`config.mk`:
```
export PLATFORM = sky130hd
export DESIGN_NAME = irrc_top
export DESIGN_NICKNAME = d
export VERILOG_FILES = /design/src/hdl/irrc_pkg.sv /design/src/hdl/irrc_prescaler.sv /design/src/hdl/irrc_edge_filter.sv /design/src/hdl/irrc_top.sv
export SDC_FILE = /design/constraint.sdc
export NUM_CORES = 1
export LEC_CHECK = 0
export ABC_AREA = 1
export BUFFER_PORTS_ARGS = -buffer_cell sky130_fd_sc_hd__buf_2
export CORE_UTILIZATION = 57
export DETAILED_ROUTE_END_ITERATION = 7
export PLACE_DENSITY = 0.81
export SKIP_CTS_REPAIR_TIMING = 1
export SLEW_MARGIN = 10
export SYNTH_ARGS = -nofsm -noshare
export SYNTH_HDL_FRONTEND = slang
export SYNTH_HIERARCHICAL = 1
export SYNTH_SLANG_ARGS = --single-unit
```
`constraint.sdc`:
```
create_clock -name REF_CLK_I -period 3.8 [get_ports REF_CLK_I]
set_clock_uncertainty 0.05 [all_clocks]
set_input_delay 0 -clock REF_CLK_I [delete_from_list [all_inputs] [get_ports REF_CLK_I]]
set_output_delay 0 -clock REF_CLK_I [all_outputs]
set_load 0.02 [all_outputs]
```
`src/hdl/irrc_pkg.sv`:
```
`default_nettype none

package irrc_pkg;

	localparam int AXI_ADDR_W = 18;
	localparam int AXI_DATA_W = 32;
	localparam int AXI_STRB_W = 4;
	localparam int DIV_W = 14;

	// register indices; byte address is four times the index
	localparam logic [15:0] CFG_IDX = 16'h5340;
	localparam logic [15:0] CAR_IDX = 16'h5342;
	localparam logic [15:0] LCNT_IDX = 16'h5344;
	localparam logic [15:0] INT_IDX = 16'h5346;

	localparam int CFG_CG_LSB = 12;
	localparam int CFG_LC_LSB = 8;
	localparam int CFG_MODE_BIT = 1;
	localparam int CFG_EN_BIT = 0;
	localparam int CAR_LOW_LSB = 8;
	localparam int CAR_HIGH_LSB = 0;
	localparam int LCNT_LEN_LSB = 8;
	localparam int LCNT_DATA_BIT = 0;
	localparam int INT_FLAG_LSB = 0;
	localparam int INT_IE_LSB = 8;
	localparam int FLAG_UF = 0;
	localparam int FLAG_RISE = 1;
	localparam int FLAG_FALL = 2;

	localparam logic [3:0] DIV_SEL_RST = 4'h0;
	localparam logic [5:0] CAR_LEN_RST = 6'h00;
	localparam logic [7:0] LEN_RST = 8'h00;
	localparam logic [2:0] FLAGS_RST = 3'h0;
	localparam logic [1:0] RESP_OKAY = 2'h0;
	localparam logic [1:0] RESP_SLVERR = 2'h2;

	typedef enum logic [1:0] {
		CAR_HIGH = 2'b01,
		CAR_LOW = 2'b10
	} irrc_phase_e;

	typedef struct packed {
		logic [3:0] cg_sel;
		logic [3:0] lc_sel;
		logic mode;
		logic en;
	} irrc_cfg_s;

	typedef struct packed {
		logic [5:0] low;
		logic [5:0] high;
	} irrc_car_s;

endpackage : irrc_pkg

`default_nettype wire

```
`src/hdl/irrc_prescaler.sv`:
```
`default_nettype none

module irrc_prescaler #(
	parameter int DIV_W = irrc_pkg::DIV_W
) (
	input wire logic clk_i, // block clock
	input wire logic rst_i, // async reset, active high
	input wire logic en_i, // run the divider
	input wire logic [3:0] sel_i, // power-of-two select code
	output logic tick_o // one-cycle divided clock pulse
);
	import irrc_pkg::*;

	if (DIV_W < 1 || DIV_W > 14)
	begin : g_bad_div_w
		$error("irrc_prescaler: DIV_W must be 1 to 14");
	end

	logic [DIV_W-1:0] cnt_q;
	logic [DIV_W-1:0] cnt_d;
	logic [DIV_W-1:0] mask;

	// low sel bits set: tick every 2**sel cycles
	function automatic logic [DIV_W-1:0] sel_mask(input logic [3:0] sel);
		logic [DIV_W-1:0] m;
		m = '0;
		for (int i = 0; i < DIV_W; i++)
			m[i] = (i < int'(sel));
		return m;
	endfunction

	always_comb
	begin
		mask = sel_mask(sel_i);
		cnt_d = en_i ? cnt_q + 1'b1 : '0;
		// codes beyond the divider width are reserved and never tick
		tick_o = en_i && (int'(sel_i) <= DIV_W) && ((cnt_q & mask) == mask);
	end

	always_ff @(posedge clk_i or posedge rst_i)
	begin
		if (rst_i)
			cnt_q <= '0;
		else
			cnt_q <= cnt_d;
	end

endmodule // irrc_prescaler

`default_nettype wire

```
`src/hdl/irrc_edge_filter.sv`:
```
`default_nettype none

module irrc_edge_filter (
	input wire logic clk_i, // block clock
	input wire logic rst_i, // async reset, active high
	input wire logic en_i, // receive detection running
	input wire logic tick_i, // sampling pulse
	input wire logic din_i, // synchronised receive level
	output logic level_o, // filtered level
	output logic rise_o, // one-cycle rising edge pulse
	output logic fall_o // one-cycle falling edge pulse
);
	logic smp_q, smp_d;
	logic level_q, level_d;
	logic rise_q, rise_d;
	logic fall_q, fall_d;

	always_comb
	begin
		smp_d = smp_q;
		level_d = level_q;
		rise_d = 1'b0;
		fall_d = 1'b0;
		if (!en_i)
		begin
			// track the pin while idle so enabling raises no false edge
			smp_d = din_i;
			level_d = din_i;
		end
		else if (tick_i)
		begin
			smp_d = din_i;
			// new level must be seen on two samples in a row
			if (din_i == smp_q && din_i != level_q)
			begin
				level_d = din_i;
				rise_d = din_i;
				fall_d = !din_i;
			end
		end
	end

	always_ff @(posedge clk_i or posedge rst_i)
	begin
		if (rst_i)
		begin
			smp_q <= 1'b0;
			level_q <= 1'b0;
			rise_q <= 1'b0;
			fall_q <= 1'b0;
		end
		else
		begin
			smp_q <= smp_d;
			level_q <= level_d;
			rise_q <= rise_d;
			fall_q <= fall_d;
		end
	end

	assign level_o = level_q;
	assign rise_o = rise_q;
	assign fall_o = fall_q;

endmodule // irrc_edge_filter

`default_nettype wire

```
`src/hdl/irrc_top.sv`:
```
// Contract
// - carrier clock is the block clock divided by 2**code, code 0xf reserved
// - carrier high for high length plus one, low for low length plus one
// - written length loads, counts down per tick, flags underflow, holds zero
// - length counter clock has its own divider with the same codes
// - direction bit 0 transmits, 1 receives; resets to transmit
// - enable bit starts modulated output or edge detection per direction
// - transmit output is carrier when data level is 1, low when 0
// - underflow requests an interrupt only when its enable is set
// - receive input sampled on carrier clock; rises and falls flagged
// - rising and falling edge requests each have their own enable
// - an edge counts only when new level holds two samples
// - in receive mode the data level bit shows the received level
// - underflow is also flagged in receive mode
// - three flags, each gated by its enable, form one request line
// - flags stay set until written with 1; writing 0 keeps them
`default_nettype none

module irrc_top (
	input wire logic REF_CLK_I, // block clock, 20 MHz
	input wire logic RST_I, // async reset, active high
	input wire logic [irrc_pkg::AXI_ADDR_W-1:0] S_AXI_AWADDR_I, // write addr
	input wire logic S_AXI_AWVALID_I, // write address valid
	output logic S_AXI_AWREADY_O, // write address ready
	input wire logic [irrc_pkg::AXI_DATA_W-1:0] S_AXI_WDATA_I, // write data
	input wire logic [irrc_pkg::AXI_STRB_W-1:0] S_AXI_WSTRB_I, // byte lanes
	input wire logic S_AXI_WVALID_I, // write data valid
	output logic S_AXI_WREADY_O, // write data ready
	output logic [1:0] S_AXI_BRESP_O, // write response
	output logic S_AXI_BVALID_O, // write response valid
	input wire logic S_AXI_BREADY_I, // write response ready
	input wire logic [irrc_pkg::AXI_ADDR_W-1:0] S_AXI_ARADDR_I, // read addr
	input wire logic S_AXI_ARVALID_I, // read address valid
	output logic S_AXI_ARREADY_O, // read address ready
	output logic [irrc_pkg::AXI_DATA_W-1:0] S_AXI_RDATA_O, // read data
	output logic [1:0] S_AXI_RRESP_O, // read response
	output logic S_AXI_RVALID_O, // read data valid
	input wire logic S_AXI_RREADY_I, // read data ready
	input wire logic IR_RECEIVE_INPUT_I, // receiver pin, asynchronous
	output logic IR_TRANSMIT_OUTPUT_O, // modulated emitter drive
	output logic IRQ_O // request to interrupt controller, high
);
	import irrc_pkg::*;

	if (AXI_ADDR_W < 18)
	begin : g_bad_addr_w
		$error("irrc_top: address too narrow for register map");
	end

	// bus slave state
	logic aw_held_q, aw_held_d, w_held_q, w_held_d;
	logic [AXI_ADDR_W-1:0] aw_addr_q, aw_addr_d;
	logic [15:0] w_data_q, w_data_d;
	logic [1:0] w_strb_q, w_strb_d;
	logic awready_q, awready_d, wready_q, wready_d;
	logic bvalid_q, bvalid_d, arready_q, arready_d, rvalid_q, rvalid_d;
	logic [1:0] bresp_q, bresp_d, rresp_q, rresp_d;
	logic [AXI_DATA_W-1:0] rdata_q, rdata_d;
	logic aw_take, w_take, ar_take, do_write;
	logic [3:0] wsel, rsel;

	// block state
	irrc_cfg_s cfg_q, cfg_d;
	irrc_car_s car_q, car_d;
	logic data_bit_q, data_bit_d;
	logic [7:0] len_q, len_d;
	logic [2:0] ie_q, ie_d, flags_q, flags_d, flag_set, flag_clr;
	irrc_phase_e phase_q, phase_d;
	logic [5:0] ph_cnt_q, ph_cnt_d;
	logic tx_q, tx_d, irq_q, irq_d;
	logic rx_meta_q, rx_sync_q;
	logic cg_tick, lc_tick, rx_level, rx_rise, rx_fall;
	logic wr_len, uf_evt, rx_en;
	logic [15:0] cfg_w;

	// one-hot register select; bits: cfg, car, lcnt, int
	function automatic logic [3:0] reg_sel(input logic [AXI_ADDR_W-1:0] a);
		logic [15:0] idx;
		idx = a[17:2];
		return {idx == INT_IDX, idx == LCNT_IDX, idx == CAR_IDX,
			idx == CFG_IDX};
	endfunction

	// byte-lane merge for 16-bit registers
	function automatic logic [15:0] merge(input logic [15:0] old,
		input logic [15:0] nw, input logic [1:0] strb);
		return {strb[1] ? nw[15:8] : old[15:8], strb[0] ? nw[7:0] : old[7:0]};
	endfunction

	function automatic logic [15:0] rd_word(input logic [3:0] sel,
		input irrc_cfg_s c, input irrc_car_s k, input logic [7:0] len,
		input logic dbit, input logic [2:0] ie, input logic [2:0] fl);
		logic [15:0] v;
		v = 16'h0000;
		case (1'b1)
			sel[0]:
			begin
				v[CFG_CG_LSB +: 4] = c.cg_sel;
				v[CFG_LC_LSB +: 4] = c.lc_sel;
				v[CFG_MODE_BIT] = c.mode;
				v[CFG_EN_BIT] = c.en;
			end
			sel[1]:
			begin
				v[CAR_LOW_LSB +: 6] = k.low;
				v[CAR_HIGH_LSB +: 6] = k.high;
			end
			sel[2]:
			begin
				v[LCNT_LEN_LSB +: 8] = len;
				v[LCNT_DATA_BIT] = dbit;
			end
			sel[3]:
			begin
				v[INT_IE_LSB +: 3] = ie;
				v[INT_FLAG_LSB +: 3] = fl;
			end
			default: v = 16'h0000;
		endcase
		return v;
	endfunction

	// AXI4-Lite slave: address and data taken in either order
	always_comb
	begin
		aw_take = S_AXI_AWVALID_I && awready_q;
		w_take = S_AXI_WVALID_I && wready_q;
		ar_take = S_AXI_ARVALID_I && arready_q;
		do_write = aw_held_q && w_held_q && !bvalid_q;
		wsel = reg_sel(aw_addr_q);
		rsel = reg_sel(S_AXI_ARADDR_I);
		aw_addr_d = aw_take ? S_AXI_AWADDR_I : aw_addr_q;
		w_data_d = w_take ? S_AXI_WDATA_I[15:0] : w_data_q;
		w_strb_d = w_take ? S_AXI_WSTRB_I[1:0] : w_strb_q;
		aw_held_d = (aw_held_q || aw_take) && !do_write;
		w_held_d = (w_held_q || w_take) && !do_write;
		awready_d = !aw_held_d;
		wready_d = !w_held_d;
		bvalid_d = do_write || (bvalid_q && !S_AXI_BREADY_I);
		bresp_d = bresp_q;
		if (do_write)
			bresp_d = (wsel == 4'h0) ? RESP_SLVERR : RESP_OKAY;
		rvalid_d = ar_take || (rvalid_q && !S_AXI_RREADY_I);
		arready_d = !rvalid_d;
		rdata_d = rdata_q;
		rresp_d = rresp_q;
		if (ar_take)
		begin
			// receive mode shows the filtered receive level in the data bit
			rdata_d = {16'h0000, rd_word(rsel, cfg_q, car_q, len_q,
				cfg_q.mode ? rx_level : data_bit_q, ie_q, flags_q)};
			rresp_d = (rsel == 4'h0) ? RESP_SLVERR : RESP_OKAY;
		end
	end

	irrc_prescaler #(
		.DIV_W(DIV_W)
	) u_cg_div (
		.clk_i(REF_CLK_I),
		.rst_i(RST_I),
		.en_i(cfg_q.en),
		.sel_i(cfg_q.cg_sel),
		.tick_o(cg_tick)
	);

	irrc_prescaler #(
		.DIV_W(DIV_W)
	) u_lc_div (
		.clk_i(REF_CLK_I),
		.rst_i(RST_I),
		.en_i(cfg_q.en),
		.sel_i(cfg_q.lc_sel),
		.tick_o(lc_tick)
	);

	assign rx_en = cfg_q.en && cfg_q.mode;

	irrc_edge_filter u_edge (
		.clk_i(REF_CLK_I),
		.rst_i(RST_I),
		.en_i(rx_en),
		.tick_i(cg_tick),
		.din_i(rx_sync_q),
		.level_o(rx_level),
		.rise_o(rx_rise),
		.fall_o(rx_fall)
	);

	// registers, length counter, flags, carrier and outputs
	always_comb
	begin
		cfg_d = cfg_q;
		car_d = car_q;
		data_bit_d = data_bit_q;
		ie_d = ie_q;
		flag_clr = 3'h0;
		wr_len = 1'b0;
		cfg_w = merge(rd_word(4'h1, cfg_q, car_q, len_q, data_bit_q,
			ie_q, flags_q), w_data_q, w_strb_q);
		if (do_write)
		begin
			// word layout differs from the packed struct, so unpack by field
			if (wsel[0])
				cfg_d = '{cfg_w[CFG_CG_LSB +: 4], cfg_w[CFG_LC_LSB +: 4],
					cfg_w[CFG_MODE_BIT], cfg_w[CFG_EN_BIT]};
			if (wsel[1])
				car_d = {w_data_q[CAR_LOW_LSB +: 6] & {6{w_strb_q[1]}} |
					car_q.low & {6{!w_strb_q[1]}},
					w_data_q[CAR_HIGH_LSB +: 6] & {6{w_strb_q[0]}} |
					car_q.high & {6{!w_strb_q[0]}}};
			if (wsel[2] && w_strb_q[0])
				data_bit_d = w_data_q[LCNT_DATA_BIT];
			if (wsel[2])
				wr_len = w_strb_q[1];
			if (wsel[3] && w_strb_q[1])
				ie_d = w_data_q[INT_IE_LSB +: 3];
			if (wsel[3] && w_strb_q[0])
				flag_clr = w_data_q[INT_FLAG_LSB +: 3];
		end
		len_d = len_q;
		uf_evt = 1'b0;
		if (wr_len)
			len_d = w_data_q[LCNT_LEN_LSB +: 8];
		else if (cfg_q.en && lc_tick && len_q != 8'h00)
		begin
			len_d = len_q - 8'h01;
			uf_evt = (len_q == 8'h01);
		end
		flag_set = 3'h0;
		flag_set[FLAG_UF] = uf_evt;
		flag_set[FLAG_RISE] = rx_rise;
		flag_set[FLAG_FALL] = rx_fall;
		// a new event in the clearing cycle survives the clear
		flags_d = (flags_q & ~flag_clr) | flag_set;
		irq_d = |(flags_d & ie_d);
		phase_d = phase_q;
		ph_cnt_d = ph_cnt_q;
		if (!cfg_q.en)
		begin
			phase_d = CAR_HIGH;
			ph_cnt_d = 6'h00;
		end
		else if (cg_tick)
		begin
			case (phase_q)
				CAR_HIGH:
					if (ph_cnt_q == car_q.high)
					begin
						phase_d = CAR_LOW;
						ph_cnt_d = 6'h00;
					end
					else
						ph_cnt_d = ph_cnt_q + 6'h01;
				CAR_LOW:
					if (ph_cnt_q == car_q.low)
					begin
						phase_d = CAR_HIGH;
						ph_cnt_d = 6'h00;
					end
					else
						ph_cnt_d = ph_cnt_q + 6'h01;
				default:
				begin
					phase_d = CAR_HIGH;
					ph_cnt_d = 6'h00;
				end
			endcase
		end
		tx_d = cfg_q.en && !cfg_q.mode && data_bit_q &&
			(phase_q == CAR_HIGH);
	end

	always_ff @(posedge REF_CLK_I or posedge RST_I)
	begin
		if (RST_I)
		begin
			aw_held_q <= 1'b0;
			w_held_q <= 1'b0;
			aw_addr_q <= '0;
			w_data_q <= 16'h0000;
			w_strb_q <= 2'h0;
			awready_q <= 1'b0;
			wready_q <= 1'b0;
			bvalid_q <= 1'b0;
			bresp_q <= RESP_OKAY;
			arready_q <= 1'b0;
			rvalid_q <= 1'b0;
			rresp_q <= RESP_OKAY;
			rdata_q <= 32'h0000_0000;
			cfg_q <= {DIV_SEL_RST, DIV_SEL_RST, 1'b0, 1'b0};
			car_q <= {CAR_LEN_RST, CAR_LEN_RST};
			data_bit_q <= 1'b0;
			len_q <= LEN_RST;
			ie_q <= FLAGS_RST;
			flags_q <= FLAGS_RST;
			phase_q <= CAR_HIGH;
			ph_cnt_q <= 6'h00;
			tx_q <= 1'b0;
			irq_q <= 1'b0;
			rx_meta_q <= 1'b0;
			rx_sync_q <= 1'b0;
		end
		else
		begin
			aw_held_q <= aw_held_d;
			w_held_q <= w_held_d;
			aw_addr_q <= aw_addr_d;
			w_data_q <= w_data_d;
			w_strb_q <= w_strb_d;
			awready_q <= awready_d;
			wready_q <= wready_d;
			bvalid_q <= bvalid_d;
			bresp_q <= bresp_d;
			arready_q <= arready_d;
			rvalid_q <= rvalid_d;
			rresp_q <= rresp_d;
			rdata_q <= rdata_d;
			cfg_q <= cfg_d;
			car_q <= car_d;
			data_bit_q <= data_bit_d;
			len_q <= len_d;
			ie_q <= ie_d;
			flags_q <= flags_d;
			phase_q <= phase_d;
			ph_cnt_q <= ph_cnt_d;
			tx_q <= tx_d;
			irq_q <= irq_d;
			rx_meta_q <= IR_RECEIVE_INPUT_I;
			rx_sync_q <= rx_meta_q;
		end
	end

	assign S_AXI_AWREADY_O = awready_q;
	assign S_AXI_WREADY_O = wready_q;
	assign S_AXI_BVALID_O = bvalid_q;
	assign S_AXI_BRESP_O = bresp_q;
	assign S_AXI_ARREADY_O = arready_q;
	assign S_AXI_RVALID_O = rvalid_q;
	assign S_AXI_RRESP_O = rresp_q;
	assign S_AXI_RDATA_O = rdata_q;
	assign IR_TRANSMIT_OUTPUT_O = tx_q;
	assign IRQ_O = irq_q;
endmodule // irrc_top

`default_nettype wire

```
==> out/metrics.cfg, run 1 <==
[drt]
drt-initial-drc-count=558
wl_per_cell_um=14.1
via_count=6487
dr.pass1.iters=5
totalWireLength_um=17500
antenna_left=0
viasPerCell=5.22
drc=0

[global_routing]
busiest_layer=met2
grt_max_degree=82
use_met3=0.0582
antenna_found_initial=0
grt_usage=0.272
overflow=0
grt_util_met1=0.343
grt_pass1_vias=6051
grt_pass1_wl_um=27500
grtUsageMet2=0.456

[min_path]
holdPathStages=4
hold_class=primary input to flip-flop
holdPathEnd=aw_addr_q[14]
hold_path.startpoint=S_AXI_AWVALID_I

[die]
fp.coreArea_um2=12200
initial_utilization=0.594
fp.dieW_um=115
io_pins=123
dieArea_um2=13100
fp-row-count=40
die_h_um=115

[finish]
syn_to_final_growth_pct=20.1
multi_input_area_um2=3180
seq_area_um2=3400
final_cells=1242
fillCellCount=960
mostFrequentLayoutCells=nand2_1 (292), dfrtp_1 (135), inv_1 (107)
final_nets=1148
final_common_cell=nand2_1
diodes=0
layout-drive-gt1-share=0.179

[power]
power.leakage_nw=4.27
p_int_mw=2.85
p_switching_mw=1.29
ir_drop_mv=0.659
power_density_nw_per_um2=478
seq_power_share=0.430
comb_power_share=0.164
clkPwrFrac=0.405
p_sw_frac=0.312
power_mw=4.15

[place]
place_ws_ps=1610
place_inst=1174
globalplace.congestion=0.884
io_buffers=78
dp_hpwl_um=11700

[synth]
synth_area_um2=7220
synth_cell_types=39
avgSynthCellArea_um2=7.69
synth_warnings=6
synth-async-reset-ratio=1.00
synth_ff_type=dfrtp_1
synth-seq-cells=136
synth_edf_count=0
ys_seq_area_frac=0.471
synth_cells=939

[sta]
finalHoldViolations=1
clock.fmax_ghz=0.446
fin_crit_ps=2240
relSlewSlack=0.350
fin_crit_sh=0.590
rsz0062_at_grt=false
slew_viol_final=0
hold_slack_ps=-1.27
fin_ws_ps=1560
tightest_slew_ps=976
setup_violations=0
tns_ps=0

[critical_path]
worstPathCellList=nor2_2, inv_1, nand2_1, nand2_1, a21oi_1, nand3_1, nor2_1, nor2_1, inv_1, nand3_1, nand2_1, nand2_1
critPathSlowestCell=dfrtp_1
required_ps=4070
rr_startpoint=cfg_q[8]
r2r_setup_slack_ps=1560
cp-end-kind=flip-flop
path_max_fanout=6
crit_top_cell=nand2_1
crit_type=flip-flop to flip-flop
crit_path_start_kind=flip-flop
max_stage_delay_ps=440
r2r-end=phase_q[1]
critPathArrivalTime_ps=2510
rr_worst_depth=12

[cts]
clock_path_buffers=2
clkTransAtPathRegs_ps=70
htree_num_levels=4
root_buffer=clkbuf_16
cts_num_sinks=136
cts_tree=done
worstSkewPairLatency_ps=430
cts_made_buffers=17

[job]
cap_viol_max_count=0

[status]
status=finished, violations left
failed_checks=negative hold slack

==> kinds of logic (layout without fill, tap and decap cells) <==
group / Yosys count / count (layout) / share of synthesized area
flip-flops: 136 / 136 / 0.471
AND/OR/NAND/NOR: 489 / 489 / 0.310
other: 1 / 20 / 0.000519
buffers and inverters: 166 / 282 / 0.0979
AO/OA/AOI/OAI: 131 / 131 / 0.0975
adder cells (fa/ha/maj): 7 / 7 / 0.0121
XOR/XNOR: 9 / 9 / 0.0109
==> layer usage <==
layer / share of wire / routed length, um / up-vias
li1: - / - / 3190
met5: 0 / 0 / -
met2: 0.49 / 8630 / 208
met1: 0.43 / 7510 / 3044
met4: 0.031 / 535 / 0
met3: 0.047 / 822 / 45
==> cell usage after synthesis (11+ instances only) <==
master | count | area (um2)
nor2_1 | 65 | 244
nand2_2 | 12 | 75.1
o21ai_0 | 40 | 200
dfrtp_1 | 135 | 3380
inv_1 | 108 | 405
o211ai_1 | 14 | 105
buf_4 | 20 | 150
nor3_1 | 11 | 55.1
inv_2 | 24 | 90.1
o21ai_1 | 39 | 195
a21oi_1 | 31 | 155
nand2_1 | 292 | 1100
nand3_1 | 54 | 270
==> layout make-up <==
| cell class | count | share of cell area |
|---|---|---|
| inverter | 132 | 0.0574 |
| sequential | 136 | 0.392 |
| clock buffer | 18 | 0.0506 |
| multi-input combinational | 656 | 0.367 |
| tap | 168 | 0.0242 |
| timing repair buffer | 118 | 0.0900 |
| clock inverter | 14 | 0.0187 |
==> flip-flops by register name (all words and copies together), names as in the netlist, 2 cells and up, named ones only <==
name,count
ie_q,3
S_AXI_RDATA_O,14
cfg_q,10
w_data_q,14
u_cg_div/cnt_q,14
len_q,8
u_lc_div/cnt_q,14
flags_q,3
w_strb_q,2
aw_addr_q,16
ph_cnt_q,6
phase_q,2
==> power by group through the flow <==
stage	combinational (mW)	sequential (mW)	clock, mW
4_1_cts	0.637	1.78	1.69
2_1_floorplan	0.422	1.81	0
6_report	0.681	1.78	1.68
5_1_grt	0.759	1.80	1.76
3_5_place_dp	0.627	1.80	0
3_3_place_gp	0.608	1.79	0
==> how the worst max path moves through the flow <==
stage	from	endpoint	slack, ps	cells after the start
3_3_place_gp	cfg_q[8]	phase_q[1]	1640	12
3_5_place_dp	cfg_q[8]	ph_cnt_q[3]	1610	10
6_report	cfg_q[8]	phase_q[1]	1560	12
4_1_cts	cfg_q[8]	ph_cnt_q[0]	1560	10
2_1_floorplan	RST_I	IRQ_O	1020	1
5_1_grt	cfg_q[8]	phase_q[1]	1320	12
==> stage by stage <==
step	cell area (um2)	util	hold slack, ps
6_report	8680	0.714	-1.27
5_1_grt	8680	0.714	6.32
4_1_cts	8320	0.684	-518
3_5_place_dp	7720	0.635	-69.2
3_3_place_gp	7720	0.635	-68.4
2_1_floorplan	7300	-	-284
==> critical path: cells and delay by family (launching register included) <==
family,cells,cell delay [ps]
simple gates,9,1250
compound gates,1,110
flops,1,440
buf+inv,2,270
Power figures use the tool's default switching activity.
==> run 2, diff against run 1 <==
--- a/config.mk
+++ b/config.mk
@@ -5,11 +5,11 @@
 export SDC_FILE = /design/constraint.sdc
 export NUM_CORES = 1
 export LEC_CHECK = 0
-export ABC_AREA = 1
+export ABC_AREA = 0
 export BUFFER_PORTS_ARGS = -buffer_cell sky130_fd_sc_hd__buf_2
-export CORE_UTILIZATION = 57
+export CORE_UTILIZATION = 56
 export DETAILED_ROUTE_END_ITERATION = 7
-export PLACE_DENSITY = 0.81
+export PLACE_DENSITY = 0.8
 export SKIP_CTS_REPAIR_TIMING = 1
 export SLEW_MARGIN = 10
 export SYNTH_ARGS = -nofsm -noshare
==> constraint.sdc (replaced) <==
create_clock -name REF_CLK_I -period 2.35 [get_ports REF_CLK_I]
set_clock_uncertainty 0.05 [all_clocks]
set_input_delay 0 -clock REF_CLK_I [delete_from_list [all_inputs] [get_ports REF_CLK_I]]
set_output_delay 0 -clock REF_CLK_I [all_outputs]
set_load 0.02 [all_outputs]
==> run 2 against run 1 <==
Net effect: the flow finishes with violations (design-rule violations); synthesized area fell by 6.7%; worst hold slack improved by 12 ps; global-route usage fell by 2.1 points; non-clock buffer count rose by 24; core utilization rose by 1.5 points; worst setup slack got worse by 1500 ps; power rose by 59%.
==> out/metrics.cfg, run 2 <==
[cts]
htree_num_levels=4  ; unchanged
worstSkewPairLatency_ps=430  ; about the same
root_buffer=clkbuf_16
cts_num_sinks=136  ; unchanged
cts_tree=done
cts_made_buffers=17  ; unchanged
clock_path_buffers=2  ; unchanged
clkTransAtPathRegs_ps=60  ; about the same

[die]
io_pins=123  ; unchanged
fp-row-count=39  ; -2.5%
fp.coreArea_um2=11600  ; -4.9%
initial_utilization=0.583  ; -0.0109
dieArea_um2=12500  ; -4.9%
die_h_um=112  ; -2.5%
fp.dieW_um=112  ; -2.5%

[synth]
synth_most_common_cell=dfrtp_1
netlist.area_leader.share=0.501  ; +0.0333
synth-async-reset-ratio=1.00  ; unchanged
synth_ff_type=dfrtp_1
synth_edf_count=0  ; unchanged
ys_seq_area_frac=0.505  ; +0.0336
synth_largest_area_cell=dfrtp_1
synth_cell_types=57  ; +46%
avgSynthCellArea_um2=11.0  ; +43%
synth_cells=614  ; -35%
synth-seq-cells=136  ; unchanged
synthTopCellsByArea=dfrtp_1 (50%), mux2_2 (10%), xor2_1 (3.2%)
synth_common_cells=dfrtp_1 (135), mux2_2 (61), nand2_1 (46), nor2_1 (38), o21ai_0 (34)
synth_warnings=6  ; unchanged
synth_area_um2=6740  ; -6.7%

[sta]
setup_violations=0  ; unchanged
slew_viol_final=0  ; unchanged
fin_ws_ps=68.7  ; -1490 ps
fin_crit_sh=0.971  ; +0.381
relSlewSlack=0.531  ; +0.181
fin_crit_ps=2280  ; +40.9 ps
rsz0062_at_grt=true
tightest_slew_ps=704  ; -272 ps
finalHoldViolations=0  ; -1
clock.fmax_ghz=0.438  ; -1.8%
hold_slack_ps=10.5  ; +11.8 ps

[job]
cap_viol_max_count=0  ; unchanged

[power]
ir_drop_mv=0.761  ; +15%
power_density_nw_per_um2=780  ; +63%
power.leakage_nw=3.94  ; -7.7%
power_mw=6.57  ; +59%

[finish]
top_register=aw_addr_q
largest_register_ffs=16  ; unchanged
layout-drive-gt1-share=0.310  ; +0.132
mostFrequentLayoutCells=dfrtp_1 (129), buf_2 (78), mux2_2 (61)
final_common_cell=dfrtp_1
diodes=0  ; unchanged
fillCellCount=759  ; -21%
final_nets=844  ; -26%
final_cells=913  ; -26%
syn_to_final_growth_pct=25.0

[critical_path]
rr_startpoint=cfg_q[9]
max_stage_delay_ps=470  ; +30 ps
crit_type=flip-flop to flip-flop
path_max_fanout=8  ; +2
rr_worst_depth=9  ; -3
crit_top_cell=a221o_1
r2r_setup_slack_ps=70  ; -1490 ps
critPathSlowestCell=dfrtp_1
required_ps=2670  ; -1400 ps
crit_path_start_kind=flip-flop
cp-end-kind=flip-flop
critPathArrivalTime_ps=2600  ; +90 ps
worstPathCellList=nor2_1, o21ai_0, a221o_1, a211oi_4, nand2_1, a211oi_2, buf_4, and3_1, a221o_1
r2r-end=ph_cnt_q[5]

[drt]
dr.pass1.iters=7  ; +2
drt-initial-drc-count=400  ; -28%
via_count=5184  ; -20%
viasPerCell=5.68  ; +8.7%
wl_per_cell_um=17.2  ; +22%
antenna_left=0  ; unchanged
drc=15  ; +15
totalWireLength_um=15700  ; -10%

[place]
io_buffers=78  ; unchanged
place_ws_ps=-22.8  ; -1630 ps
dp_hpwl_um=10200  ; -13%
place_inst=838  ; -29%
globalplace.congestion=0.865  ; -2.1%

[global_routing]
grt_max_degree=63  ; -23%
grt_pass1_wl_um=24200  ; -12%
antenna_found_initial=0  ; unchanged
overflow=0  ; unchanged
grt_pass1_vias=4899  ; -19%
grt_usage=0.252  ; -0.0207

[status]
status=finished, violations left
failed_checks=design-rule violations

[min_path]
hold_class=primary input to asynchronous set/reset pin

==> run 2: changes by cell type after synthesis, sizes merged, moves of 42 or more <==
cell	change
nor2	-46
o21ai	-45
mux2	+63
nand3	-42
inv	-106
nand2	-258
==> run 2: kinds of logic after synthesis <==
family / Yosys count / synth area share
mux: 74 / 0.130
compound gates: 85 / 0.0798
fa+ha+maj: 7 / 0.0130
buf+inv: 63 / 0.0466
xor+xnor: 40 / 0.0519
other cells: 1 / 0.000556
simple gates: 208 / 0.173
flops: 136 / 0.505
==> run 2: worst max path at each step <==
stage                        start  depth (start not counted)          end
after detailed placement  cfg_q[3]                          9     len_q[5]
after global routing      cfg_q[3]                         10     len_q[5]
after CTS                 cfg_q[3]                          9     len_q[5]
final                     cfg_q[9]                          9  ph_cnt_q[5]
after floorplan           cfg_q[7]                          9  ph_cnt_q[5]
after global placement    cfg_q[3]                          9     len_q[5]
==> run 2: cell type report <==
type	instances	area, um2	area share
clock buffers	22	474	0.0562
multi-input cells	434	3170	0.376
well taps	143	179	0.0212
flip-flops and latches	136	3410	0.405
clock inverters	10	118	0.0140
repair buffers	142	978	0.116
inverters	26	101	0.0120
==> run 2: metal layers <==
| layer | share of wire | GRT usage | vias to the layer above | wire length, um |
|---|---|---|---|---|
| li1 | - | - | 2406 | - |
| met1 | 0.41 | 0.322 | 2513 | 6380 |
| met2 | 0.50 | 0.406 | 228 | 7800 |
| met3 | 0.072 | 0.0680 | 37 | 1140 |
| met4 | 0.026 | 0.102 | 0 | 416 |
| met5 | 0 | 0 | - | 0 |
==> run 2: worst max-delay path: cells and delay by family (launching register included) <==
family          cells  cell delay (ps)
flops               1              470
simple gates        3              400
buf+inv             1              190
compound gates      5             1110
==> run 2: where the power goes <==
part           leakage [nW]  internal (mW)  switching [mW]
clock network         0.290           1.65            1.02
registers              1.78           2.69           0.319
logic                  1.86          0.469           0.427
total                  3.94           4.81            1.77
==> run 2: per-stage QoR <==
step / TNS [ps] / cell area [um2] / utilization
2_1_floorplan: 0 / 6830 / -
3_3_place_gp: 0 / 7360 / 0.636
3_5_place_dp: -22.8 / 7360 / 0.636
4_1_cts: -142 / 7950 / 0.687
5_1_grt: -40.4 / 8430 / 0.729
6_report: 0 / 8430 / 0.729
==> run 3, diff against run 2 <==
==> constraint.sdc (replaced) <==
create_clock -name REF_CLK_I -period 2.15 [get_ports REF_CLK_I]
set_clock_uncertainty 0.05 [all_clocks]
set_input_delay 0 -clock REF_CLK_I [delete_from_list [all_inputs] [get_ports REF_CLK_I]]
set_output_delay 0 -clock REF_CLK_I [all_outputs]
set_load 0.02 [all_outputs]
==> run 3 against run 2 <==
Net effect: the flow finishes with violations (design-rule violations, negative setup slack); clock-buffer cell count is the same; wire length grew 7.9%; worst hold slack gained 4.6 ps; clock power grew 8.2%; largest cell class unchanged; sequential power grew 10%; critical endpoint is now len_q[2]; sequential share of layout area shrank 1.4 points.
==> out/metrics.cfg, run 3 (synthesis results as in run 2) <==
[min_path]
hold_class=primary input to flip-flop
hold_path.startpoint=S_AXI_ARADDR_I[10]
holdPathEnd=S_AXI_RDATA_O[8]
holdPathStages=4

[finish]
diodes=0  ; unchanged
final_cells=935  ; +2.4%
largest_register_ffs=16  ; unchanged
top_register=aw_addr_q
utilization=0.755  ; +0.0263
syn_to_final_growth_pct=29.5
final_nets=866  ; +2.6%
multi_input_area_um2=3280  ; +3.7%
mostFrequentLayoutCells=dfrtp_1 (127), buf_2 (78), mux2_2 (60)
fillCellCount=747  ; -1.6%
layout-drive-gt1-share=0.354  ; +0.0431
seq_area_um2=3410  ; about the same
final_common_cell=dfrtp_1

[cts]
root_buffer=clkbuf_16
htree_num_levels=4  ; unchanged
worstSkewPairLatency_ps=430  ; about the same
clock_path_buffers=2  ; unchanged
cts_made_buffers=17  ; unchanged
cts_num_sinks=136  ; unchanged
cts_tree=done
clkTransAtPathRegs_ps=60  ; about the same

[die]
fp-row-count=39  ; unchanged
io_pins=123  ; unchanged
die_h_um=112  ; unchanged
initial_utilization=0.583  ; unchanged
fp.dieW_um=112  ; unchanged
fp.coreArea_um2=11600  ; unchanged
dieArea_um2=12500  ; unchanged

[critical_path]
r2r-end=len_q[2]
crit_type=flip-flop to flip-flop
max_stage_delay_ps=480  ; about the same
path_max_fanout=7  ; -1
required_ps=2440  ; -230 ps
worstPathCellList=nor2_1, o21ai_0, a221o_1, a211oi_2, nand2_1, a21oi_4, nand2_1, xor2_1, o21ai_1
cp-end-kind=flip-flop
critical_path.top_delay_family=compound AO/OA/AOI/OAI gates
rr_worst_depth=9  ; unchanged
cp_num_buf_inv=0  ; -1
critPathSlowestCell=dfrtp_2
rr_startpoint=cfg_q[3]
r2r_setup_slack_ps=-220  ; -290 ps
crit_top_cell=nand2_1
crit_path_start_kind=flip-flop
critPathArrivalTime_ps=2660  ; +60 ps

[sta]
hold_slack_ps=15.1  ; +4.59 ps
fin_crit_sh=1.10  ; +0.132
rsz0062_at_grt=true
finalHoldViolations=0  ; unchanged
fin_ws_ps=-221  ; -290 ps
fin_crit_ps=2370  ; +89.9 ps
slew_viol_final=0  ; unchanged
relSlewSlack=0.533  ; +0.00246
tightest_slew_ps=700  ; -3.69 ps
setup_violations=16  ; +16
clock.fmax_ghz=0.422  ; -3.8%

[job]
cap_viol_max_count=0  ; unchanged

[power]
power_density_nw_per_um2=824  ; +5.7%
power.leakage_nw=4.09  ; +4.0%
ir_drop_mv=0.792  ; +4.2%
power_mw=7.20  ; +9.5%

[status]
status=finished, violations left
failed_checks=design-rule violations, negative setup slack

[global_routing]
grt_max_degree=33  ; -48%
grt_usage=0.257  ; +0.00533
grt_pass1_wl_um=24900  ; +2.8%
overflow=0  ; unchanged
antenna_found_initial=0  ; unchanged
grt_pass1_vias=5153  ; +5.2%

[place]
dp_hpwl_um=10900  ; +7.3%
io_buffers=78  ; unchanged
place_ws_ps=-53.2  ; -30.5 ps
place_inst=862  ; +2.9%
globalplace.congestion=0.901  ; +4.1%

[drt]
totalWireLength_um=17000  ; +7.9%
dr.pass1.iters=8  ; +1
viasPerCell=5.78  ; +1.8%
via_count=5403  ; +4.2%
drc=14  ; -1
wl_per_cell_um=18.2  ; +5.4%
antenna_left=0  ; unchanged
drt-initial-drc-count=350  ; -13%

==> run 3: where the power goes <==
| group | internal, mW | switching [mW] | total, mW |
|---|---|---|---|
| sequential | 2.94 | 0.371 | 3.31 |
| combinational | 0.517 | 0.477 | 0.994 |
| clock | 1.80 | 1.09 | 2.89 |
==> run 3: area by class of cell <==
| type | count | area share |
|---|---|---|
| well taps | 143 | 0.0205 |
| clock buffers | 22 | 0.0543 |
| clock inverters | 10 | 0.0136 |
| repair buffers | 164 | 0.133 |
| flip-flops and latches | 136 | 0.391 |
| inverters | 26 | 0.0116 |
| multi-input cells | 434 | 0.376 |
==> run 3: metrics by stage <==
step           TNS (ps)  area [um2]
2_1_floorplan         0        6870
3_3_place_gp          0        7560
3_5_place_dp       -181        7560
4_1_cts            -463        8160
5_1_grt           -3660        8730
6_report          -1970        8730
==> run 3: per-layer routing <==
| layer | routed length (um) | track usage |
|---|---|---|
| met3 | 1060 | 0.0588 |
| met4 | 563 | 0.113 |
| met5 | 0 | 0 |
| met1 | 6640 | 0.325 |
| met2 | 8720 | 0.424 |
==> run 3: worst max path at each step <==
stage	from	end	cells after the start
floorplan	cfg_q[3]	len_q[5]	10
global placement	aw_addr_q[2]	IRQ_O	6
detailed placement	aw_addr_q[2]	IRQ_O	6
CTS	cfg_q[4]	len_q[7]	9
global route	cfg_q[3]	len_q[2]	9
finish	cfg_q[3]	len_q[2]	9
==> run 3: worst register-to-register path, cell delays in order, from the launching register on <==
cell and delay [ps]:
dfrtp_2 480, nor2_1 130, o21ai_0 130, a221o_1 420
a211oi_2 270, nand2_1 150, a21oi_4 230, nand2_1 110
xor2_1 170, o21ai_1 150
